$ cat src/timer_pkg.sv
// Purpose: Shared constants for the timer module core.
// Assumes: 32-bit APB, one register per aligned word.
// Notes: Byte registers sit in the low bits, upper bits read zero.
package timer_pkg;
  // ==========================================================
  // Register offsets
  localparam logic [7:0] CTRL0_OFS = 8'h00;
  localparam logic [7:0] CTRL1_OFS = 8'h04;
  localparam logic [7:0] CNT_L_OFS = 8'h08;
  localparam logic [7:0] CNT_H_OFS = 8'h0c;
  localparam logic [7:0] CMPA_L_OFS = 8'h10;
  localparam logic [7:0] CMPA_H_OFS = 8'h14;
  localparam logic [7:0] CMPP_OFS = 8'h18;
  localparam logic [7:0] STATUS_OFS = 8'h1c;
  // ==========================================================
  // Field positions
  localparam int PAUSE_BIT = 7;
  localparam int CLK_SEL_LSB = 4;
  localparam int ON_BIT = 3;
  localparam int CAP_SRC_BIT = 0;
  localparam int MODE_LSB = 6;
  localparam int PIN_FN_LSB = 4;
  localparam int INIT_BIT = 3;
  localparam int POL_BIT = 2;
  localparam int DUTY_SEL_BIT = 1;
  localparam int CLR_SEL_BIT = 0;
  localparam int FLAG_A = 0;
  localparam int FLAG_P = 1;
  localparam int FLAG_OVF = 2;
  localparam int FLAG_CAP = 3;
  // ==========================================================
  // Reset values and ratios
  localparam logic [7:0] CTRL_RST = 8'h00;
  localparam logic [15:0] CMPA_RST = 16'h0000;
  localparam logic [7:0] CMPP_RST = 8'h00;
  localparam int SYS_DIV = 4;
  localparam int HIGH_DIV_A = 16;
  localparam int HIGH_DIV_B = 64;
  // ==========================================================
  // Modes
  typedef enum logic [1:0] {
    MODE_CMP = 2'b00, MODE_CAP = 2'b01, MODE_PWM = 2'b10, MODE_TMR = 2'b11
  } mode_t;
endpackage : timer_pkg

$ cat src/tick_divider.sv
// Purpose: Divides a tick stream by a fixed ratio.
// Assumes: tick_in is a one-cycle pulse in the pclk domain.
// Notes: Output is a registered one-cycle pulse.
`timescale 1ns/1ns
`default_nettype none
module tick_divider #(
  parameter int DIV = 4
) (
  input wire logic pclk,
  input wire logic presetn,
  input wire logic tick_in,
  output logic tick_out
);
  logic [$clog2(DIV)-1:0] cnt;
  // ==========================================================
  // Divider
  always_ff @(posedge pclk or negedge presetn) begin
    if (!presetn) begin
      cnt <= '0;
      tick_out <= 1'b0;
    end else begin
      tick_out <= 1'b0;
      if (tick_in) begin
        if (cnt == $clog2(DIV)'(DIV - 1)) begin
          cnt <= '0;
          tick_out <= 1'b1;
        end else begin
          cnt <= cnt + 1'b1;
        end
      end
    end
  end
endmodule : tick_divider
`default_nettype wire

$ cat src/timer_core.sv
// Purpose: 16-bit timer module core with APB registers.
// Assumes: Pins and tick inputs synchronous to pclk.
// Notes: Low bytes move through one shared byte buffer.
//
// Added by the designer: the APB register port and the placing of the registers.
`timescale 1ns/1ns
`default_nettype none
// Overview of operation
// - Counter equal to a comparator flags a match, interrupts, may clear and drive pin
// - Clock select picks sys ratio, high clock ratio, sub clock or external pin
// - External clock counts on rising or falling edge per clock select
// - Single pulse mode uses the external clock pin as start trigger
// - Separate interrupt outputs for comparator A and comparator P matches
// - Capture on rising, falling or both edges per pin function field
// - Compare match output mode drives pin high, low or toggles on match
// - Inverted output pin is always the inverse of the main output
// - PWM leaves on the same main and inverted output pin pair
// - Edge aligned PWM, comparators set either duty or period
// - High bytes accessed directly, low bytes move via buffer on high access
// - Comparator low byte write only loads the shared buffer
// - Comparator high byte write also copies buffer into low byte
// - High byte read returns high byte and latches low byte into buffer
// - Low byte read returns the shared buffer contents
// - Periodic type may capture from its external clock pin instead
// - 16-bit up counter, A compares 16 bits, P compares upper 8 bits
// - Counter cleared by off-to-on change, overflow or comparator match
module timer_core
  import timer_pkg::*;
#(
  parameter bit PERIODIC = 1'b0
) (
  input wire logic pclk,
  input wire logic presetn,
  input wire logic psel,
  input wire logic penable,
  input wire logic pwrite,
  input wire logic [7:0] paddr,
  input wire logic [31:0] pwdata,
  output logic [31:0] prdata,
  output logic pready,
  output logic pslverr,
  input wire logic high_clock_tick,
  input wire logic sub_clock_tick,
  input wire logic ext_clock_pin,
  input wire logic capture_pin,
  output logic out_pin,
  output logic out_inv_pin,
  output logic int_match_a,
  output logic int_match_p
);
  logic [7:0] ctrl0, ctrl1, cmp_p, byte_buf;
  logic [15:0] count, cmp_a;
  logic [3:0] flags;
  logic on_d, ext_d, cap_d, out_level, pulse_run;
  logic sys4_tick, high16_tick, high64_tick;
  logic timer_on, pause, duty_sel, clr_sel;
  logic [2:0] clk_sel;
  logic [1:0] pin_fn;
  mode_t mode;
  logic done, wr_done, rd_done, rd_take, on_rise;
  logic ext_rise, ext_fall, src_tick, cnt_tick, sp_start;
  logic eq_a, eq_p, clr_hit, match_a, match_p, in_duty;
  logic cap_rise, cap_fall, cap_evt, ovf;
  logic [31:0] next_rdata;
  logic next_err;

  // ==========================================================
  // Field decode
  assign timer_on = ctrl0[ON_BIT];
  assign pause = ctrl0[PAUSE_BIT];
  assign clk_sel = ctrl0[CLK_SEL_LSB +: 3];
  assign mode = mode_t'(ctrl1[MODE_LSB +: 2]);
  assign pin_fn = ctrl1[PIN_FN_LSB +: 2];
  assign duty_sel = ctrl1[DUTY_SEL_BIT];
  assign clr_sel = ctrl1[CLR_SEL_BIT];
  assign done = psel & penable & pready;
  assign wr_done = done & pwrite & ~pslverr;
  assign rd_done = done & ~pwrite & ~pslverr;
  // High byte and buffered low byte are taken on one edge so a read never tears
  assign rd_take = psel & penable & ~pready & ~pwrite;
  assign on_rise = timer_on & ~on_d;

  function automatic logic hit(input logic [7:0] ofs);
    hit = (paddr == ofs);
  endfunction : hit

  // ==========================================================
  // Clock sources
  tick_divider #(.DIV(SYS_DIV)) u_sys4 (
    .pclk(pclk), .presetn(presetn), .tick_in(1'b1), .tick_out(sys4_tick)
  );
  tick_divider #(.DIV(HIGH_DIV_A)) u_high16 (
    .pclk(pclk), .presetn(presetn), .tick_in(high_clock_tick), .tick_out(high16_tick)
  );
  tick_divider #(.DIV(HIGH_DIV_B)) u_high64 (
    .pclk(pclk), .presetn(presetn), .tick_in(high_clock_tick), .tick_out(high64_tick)
  );

  assign ext_rise = ext_clock_pin & ~ext_d;
  assign ext_fall = ~ext_clock_pin & ext_d;

  always_comb begin
    unique case (clk_sel)
      3'h0: src_tick = sys4_tick;
      3'h1: src_tick = 1'b1;
      3'h2: src_tick = high16_tick;
      3'h3: src_tick = high64_tick;
      3'h4, 3'h5: src_tick = sub_clock_tick;
      3'h6: src_tick = ext_rise;
      3'h7: src_tick = ext_fall;
    endcase
  end

  // ==========================================================
  // Counter and comparators
  // Single pulse holds the counter until a trigger arrives
  assign sp_start = timer_on & (mode == MODE_PWM) & (pin_fn == 2'b11) & ext_rise & ~pulse_run;
  // No match on the stale count in the cycle that switches the timer on
  assign cnt_tick = timer_on & ~pause & src_tick & ~on_rise
                  & ~((mode == MODE_PWM) & (pin_fn == 2'b11) & ~pulse_run);
  assign eq_a = (count == cmp_a);
  // P value 0 stands for a full 65536-count period
  assign eq_p = (count == {cmp_p - 8'h01, 8'hff});
  assign match_a = cnt_tick & eq_a;
  assign match_p = cnt_tick & eq_p;
  assign ovf = cnt_tick & (count == 16'hffff);
  always_comb begin
    if (mode == MODE_PWM) begin
      clr_hit = duty_sel ? eq_a : eq_p;
    end else if (mode == MODE_CAP) begin
      clr_hit = 1'b0;
    end else begin
      clr_hit = clr_sel ? eq_a : eq_p;
    end
  end
  assign in_duty = duty_sel ? (count[15:8] < cmp_p) : (count < cmp_a);

  always_ff @(posedge pclk or negedge presetn) begin
    if (!presetn) begin
      count <= 16'h0000;
    end else if (on_rise || sp_start) begin
      count <= 16'h0000;
    end else if (cnt_tick) begin
      if (clr_hit) begin
        count <= 16'h0000;
      end else begin
        count <= count + 16'h0001;
      end
    end
  end

  always_ff @(posedge pclk or negedge presetn) begin
    if (!presetn) begin
      on_d <= 1'b0;
      ext_d <= 1'b0;
      cap_d <= 1'b0;
    end else begin
      on_d <= timer_on;
      ext_d <= ext_clock_pin;
      cap_d <= capture_pin;
    end
  end

  // ==========================================================
  // Capture
  always_comb begin
    if (PERIODIC && ctrl0[CAP_SRC_BIT]) begin
      cap_rise = ext_rise;
      cap_fall = ext_fall;
    end else begin
      cap_rise = capture_pin & ~cap_d;
      cap_fall = ~capture_pin & cap_d;
    end
  end
  always_comb begin
    unique case (pin_fn)
      2'b00: cap_evt = cap_rise;
      2'b01: cap_evt = cap_fall;
      2'b10: cap_evt = cap_rise | cap_fall;
      2'b11: cap_evt = 1'b0;
    endcase
    cap_evt = cap_evt & timer_on & (mode == MODE_CAP);
  end

  // ==========================================================
  // Output pin
  always_ff @(posedge pclk or negedge presetn) begin
    if (!presetn) begin
      pulse_run <= 1'b0;
    end else if (!timer_on || match_a) begin
      pulse_run <= 1'b0;
    end else if (sp_start) begin
      pulse_run <= 1'b1;
    end
  end

  always_ff @(posedge pclk or negedge presetn) begin
    if (!presetn) begin
      out_level <= 1'b0;
    end else if (on_rise) begin
      out_level <= ctrl1[INIT_BIT];
    end else if (mode == MODE_CMP) begin
      if (match_a) begin
        unique case (pin_fn)
          2'b00: out_level <= out_level;
          2'b01: out_level <= 1'b0;
          2'b10: out_level <= 1'b1;
          2'b11: out_level <= ~out_level;
        endcase
      end
    end else if (mode == MODE_PWM) begin
      unique case (pin_fn)
        2'b00: out_level <= ~ctrl1[INIT_BIT];
        2'b01: out_level <= ctrl1[INIT_BIT];
        2'b10: out_level <= in_duty ~^ ctrl1[INIT_BIT];
        2'b11: out_level <= pulse_run ~^ ctrl1[INIT_BIT];
      endcase
    end
  end

  // Both pins come from one level so they never skew apart
  always_ff @(posedge pclk or negedge presetn) begin
    if (!presetn) begin
      out_pin <= 1'b0;
      out_inv_pin <= 1'b1;
    end else begin
      out_pin <= out_level ^ ctrl1[POL_BIT];
      out_inv_pin <= ~(out_level ^ ctrl1[POL_BIT]);
    end
  end

  always_ff @(posedge pclk or negedge presetn) begin
    if (!presetn) begin
      int_match_a <= 1'b0;
      int_match_p <= 1'b0;
    end else begin
      int_match_a <= match_a;
      int_match_p <= match_p;
    end
  end

  // ==========================================================
  // Registers
  always_ff @(posedge pclk or negedge presetn) begin
    if (!presetn) begin
      ctrl0 <= CTRL_RST;
      ctrl1 <= CTRL_RST;
      cmp_p <= CMPP_RST;
    end else if (wr_done) begin
      if (hit(CTRL0_OFS)) ctrl0 <= pwdata[7:0];
      if (hit(CTRL1_OFS)) ctrl1 <= pwdata[7:0];
      if (hit(CMPP_OFS)) cmp_p <= pwdata[7:0];
    end
  end

  always_ff @(posedge pclk or negedge presetn) begin
    if (!presetn) begin
      cmp_a <= CMPA_RST;
    end else if (wr_done && hit(CMPA_H_OFS)) begin
      cmp_a <= {pwdata[7:0], byte_buf};
    end else if (cap_evt) begin
      cmp_a <= count;
    end
  end

  // A low byte write touches only the buffer; order errors are software's
  always_ff @(posedge pclk or negedge presetn) begin
    if (!presetn) begin
      byte_buf <= 8'h00;
    end else if (wr_done && hit(CMPA_L_OFS)) begin
      byte_buf <= pwdata[7:0];
    end else if (rd_take && hit(CNT_H_OFS)) begin
      byte_buf <= count[7:0];
    end else if (rd_take && hit(CMPA_H_OFS)) begin
      byte_buf <= cmp_a[7:0];
    end
  end

  // Set wins over a same-cycle write-one clear
  always_ff @(posedge pclk or negedge presetn) begin
    if (!presetn) begin
      flags <= 4'h0;
    end else begin
      flags <= (flags & ~((wr_done && hit(STATUS_OFS)) ? pwdata[3:0] : 4'h0))
             | {cap_evt, ovf, match_p, match_a};
    end
  end

  // ==========================================================
  // APB slave, one wait state
  always_comb begin
    next_rdata = 32'h0000_0000;
    next_err = 1'b0;
    unique case (paddr)
      CTRL0_OFS: next_rdata[7:0] = ctrl0;
      CTRL1_OFS: next_rdata[7:0] = ctrl1;
      CNT_L_OFS: next_rdata[7:0] = byte_buf;
      CNT_H_OFS: next_rdata[7:0] = count[15:8];
      CMPA_L_OFS: next_rdata[7:0] = byte_buf;
      CMPA_H_OFS: next_rdata[7:0] = cmp_a[15:8];
      CMPP_OFS: next_rdata[7:0] = cmp_p;
      STATUS_OFS: next_rdata[4:0] = {pulse_run, flags};
      default: next_err = 1'b1;
    endcase
  end

  always_ff @(posedge pclk or negedge presetn) begin
    if (!presetn) begin
      pready <= 1'b0;
      pslverr <= 1'b0;
      prdata <= 32'h0000_0000;
    end else if (psel && penable && !pready) begin
      pready <= 1'b1;
      pslverr <= next_err;
      prdata <= pwrite ? 32'h0000_0000 : next_rdata;
    end else begin
      pready <= 1'b0;
      pslverr <= 1'b0;
    end
  end
endmodule : timer_core
`default_nettype wire

$ cat config.mk
export PLATFORM = sky130hd
export DESIGN_NAME = timer_core
export DESIGN_NICKNAME = d
export VERILOG_FILES = /design/src/timer_pkg.sv /design/src/tick_divider.sv /design/src/timer_core.sv
export SDC_FILE = /design/constraint.sdc
export NUM_CORES = 1
export LEC_CHECK = 0
export BUFFER_PORTS_ARGS = -buffer_cell sky130_fd_sc_hd__buf_2
export CORE_MARGIN = 2
export CORE_UTILIZATION = 52
export CTS_CLUSTER_DIAMETER = 80
export CTS_CLUSTER_SIZE = 12
export DETAILED_ROUTE_END_ITERATION = 6
export GPL_TIMING_DRIVEN = 0
export HOLD_SLACK_MARGIN = 0.03
export PLACE_DENSITY = 0.76
export SKIP_CTS_REPAIR_TIMING = 1
export SYNTH_ARGS = -nofsm -noshare
export SYNTH_HDL_FRONTEND = slang
export SYNTH_SLANG_ARGS = --single-unit
export TNS_END_PERCENT = 50
$ cat constraint.sdc
create_clock -name pclk -period 2.25 [get_ports pclk]
set_input_delay 0.1125 -clock pclk [delete_from_list [all_inputs] [get_ports pclk]]
set_output_delay 0.1125 -clock pclk [all_outputs]
set_load 0.005 [all_outputs]
==> qor.txt <==
Syn. warnings: 0
Reg2Reg Depth: 8
Die X: 112 microns
Seq. cell area: 2560 sq um
Share of power burned in registers: 49.0%
Syn Inst Count: 657
Synth Flop Type: dfrtp_1
Hold path startpoint: paddr[6]
Vias in the first global route: 4998
Full die area: 12600 sq um
I/O pin count: 87
Post-synth top cells: dfrtp_1 (101), nand2_1 (72), nor2_1 (51)
DR pass1 iterations: 5
H-tree level count: 3
Hold Slack: 69.5 ps
Clock Latency Late Sink: 350 ps
Hold crit path type: input port to register
Starting Density: 53.4%
Worst-margin pin slew: 861 ps
Minimum clock period after layout: 2430 ps
Reg2reg end: count[12]
Max-cap violations: 0
Failing checks: setup timing
Clock sinks: 102
Final setup viols: 17
Critical-path maximum fanout: 9
Clock tree buffer depth: 2
DP HPWL: 12.4 mm
ANT nets after route: 0
TritonCTS clock tree: built
Yosys top cell area share: 41.5%
Leak pwr: 3.42 nW
Pwr Density: 570 nW/um^2
Pin count of the biggest net entering global routing: 67
Area delta synth->final: 20.2%
Initial drt markers: 426
Fraction of layout cells with a size suffix above 1: 23.4%
Routability cong.: 0.927
Core ar.: 11400 sq um
# diodes: 0
Placed insts: 862
Final #Nets: 823
Hold Path Sink: pslverr
Fmax: 411 MHz
Port bufs: 38
DR vias: 5350
Post-Syn Area per Cell: 9.27 sq um
Wire length per cell: 19.6 microns
IR drop worst, VDD: 0.000538 V
FILL cells: 913
Worst R2R Start: count[15]
FF+latch count, synth: 102
Int Power: 3.14 mW
Initial antenna violation count: 0
Total gr overflow: 0
Setup CP Type: register to register
Register-to-Register Setup Slack: -180 ps
Synth area leaders: dfrtp_1 (41%), ha_1 (6.4%), mux2i_1 (4.4%)
Yosys cell types: 57
Sw Pwr: 1.04 mW
Root buffer cell: clkbuf_16
Count leader, synth: dfrtp_1
Comb pwr share: 10.0%
Period utilisation layout: 108%
Multi-input gate area: 3410 sq um
Clk pwr share: 41.0%
Sw frac: 24.9%
Startpoint types: register
Relative slew slack: 42.2%
Final wirelength: 17.4 mm
Total power draw: 4.18 mW
RSZ-0062 raised after global routing: true
Register area share after synthesis: 41.9%
Routed vias/inst: 6.00
Crit path DAT: 2670 ps
First-pass GRT wire length: 26.6 mm
FP Rows: 39
Cell taking the most area after synthesis: dfrtp_1
Critical path required time: 2490 ps
Setup WS post-layout: -180 ps
Die height: 112 microns
EDFF count, synth: 0
Worst Setup End Kind: register
Ys async rst share: 100%
Clk pin slew, worst setup/hold paths: 70 ps
Non-filler cells in the finished layout: 891
Hold Path Depth: 3
Status: complete, but fails checks
Hold Fails Final Rpt: 0
Clock skew: 5.93 ps
Pre-CTS setup slack: -602 ps
Slew Limit Fails: 0
# DRC: 0
Synthesized area: 6090 sq um
Num CTS Buffers: 9
Total GRT Usage: 27.0%
[per-stage QoR]
stage	instance area [sq um]	TNS (ps)	utilization, %
6_report	7330	-1830	64.2
3_3_place_gp	6550	-13960	57.4
3_5_place_dp	6580	-16760	57.6
5_1_grt	7330	-3230	64.2
2_1_floorplan	6180	0	-
4_1_cts	6900	-12050	60.5
[cell usage in the layout (no fill, tap or decap), drive strengths merged, types with 12 or more instances in the layout]
cell type / Yosys / routed
nand2: 72 / 72
nor3: 14 / 14
nand4: 15 / 15
a21oi: 28 / 28
nor2: 51 / 51
a22oi: 14 / 14
inv: 38 / 39
dfrtp: 101 / 101
mux2: 20 / 20
xnor2: 12 / 12
a22o: 12 / 12
buf: 30 / 83
ha: 31 / 31
clkbuf: 27 / 35
o21ai: 48 / 48
conb: 1 / 24
nand3: 18 / 18
a221o: 12 / 12
mux2i: 27 / 27
[flip-flops by register name, summed over array words and instances (netlist names), 2 cells and up]
register and flops:
count 16, cmp_a 16, flags 4, u_sys4.cnt 2
ctrl1 8, u_high64.cnt 6, prdata 8, cmp_p 8
ctrl0 8, byte_buf 8, u_high16.cnt 4
[final cells by class]
class | instances | area share, %
Multi-Input combinational cell | 483 | 46.6
Inverter | 38 | 1.95
Tap cell | 143 | 2.44
Sequential cell | 102 | 35.0
Clock inverter | 4 | 1.06
Buffer | 55 | 4.75
Clock buffer | 12 | 3.36
Timing Repair Buffer | 54 | 4.85
[critical path: stages, from the launching register on]
cell       delay [ps]
dfrtp_1           400
clkbuf_1          400
xnor2_2           200
o211ai_1          130
a2bb2oi_1         160
o21a_1            140
o31a_4            430
and3_4            190
a221o_1           260
[kinds of logic after synthesis]
group                    after synthesis  synth area share, %
AND/OR/NAND/NOR                      213                 16.9
buffers and inverters                 95                 7.58
XOR/XNOR                              15                 2.16
flip-flops                           102                 41.9
AO/OA/AOI/OAI                        153                 16.9
adder cells (fa/ha/maj)               31                 6.37
other                                  1               0.0615
multiplexers                          47                 8.13
[layer usage]
| metal | global-route usage [%] | up-vias | share of wire [%] | wire length, microns |
|---|---|---|---|---|
| li1 | - | 2487 | - | - |
| met1 | 36.8 | 2575 | 43 | 7490 |
| met2 | 42.2 | 234 | 46 | 8050 |
| met3 | 4.48 | 54 | 6.8 | 1180 |
| met4 | 13.0 | 0 | 4.1 | 709 |
| met5 | 0 | - | 0 | 0 |
[worst max-delay path by stage]
stage | start | end | depth (start not counted)
2_1_floorplan | cmp_p[2] | count[14] | 7
3_3_place_gp | ctrl0[4] | count[2] | 8
3_5_place_dp | ctrl0[4] | count[10] | 8
4_1_cts | ctrl0[4] | count[7] | 8
5_1_grt | cmp_p[2] | count[12] | 7
6_report | count[15] | count[12] | 8
[power by group through the flow]
stage / logic [mW] / clock network [mW] / registers (mW)
final: 0.418 / 1.71 / 2.05
after CTS: 0.406 / 1.72 / 2.04
after floorplan: 0.268 / 0 / 2.05
after detailed placement: 0.404 / 0 / 2.07
after global routing: 0.479 / 1.80 / 2.06
after global placement: 0.381 / 0 / 2.07
No activity file was read; power rests on OpenSTA's default activity.
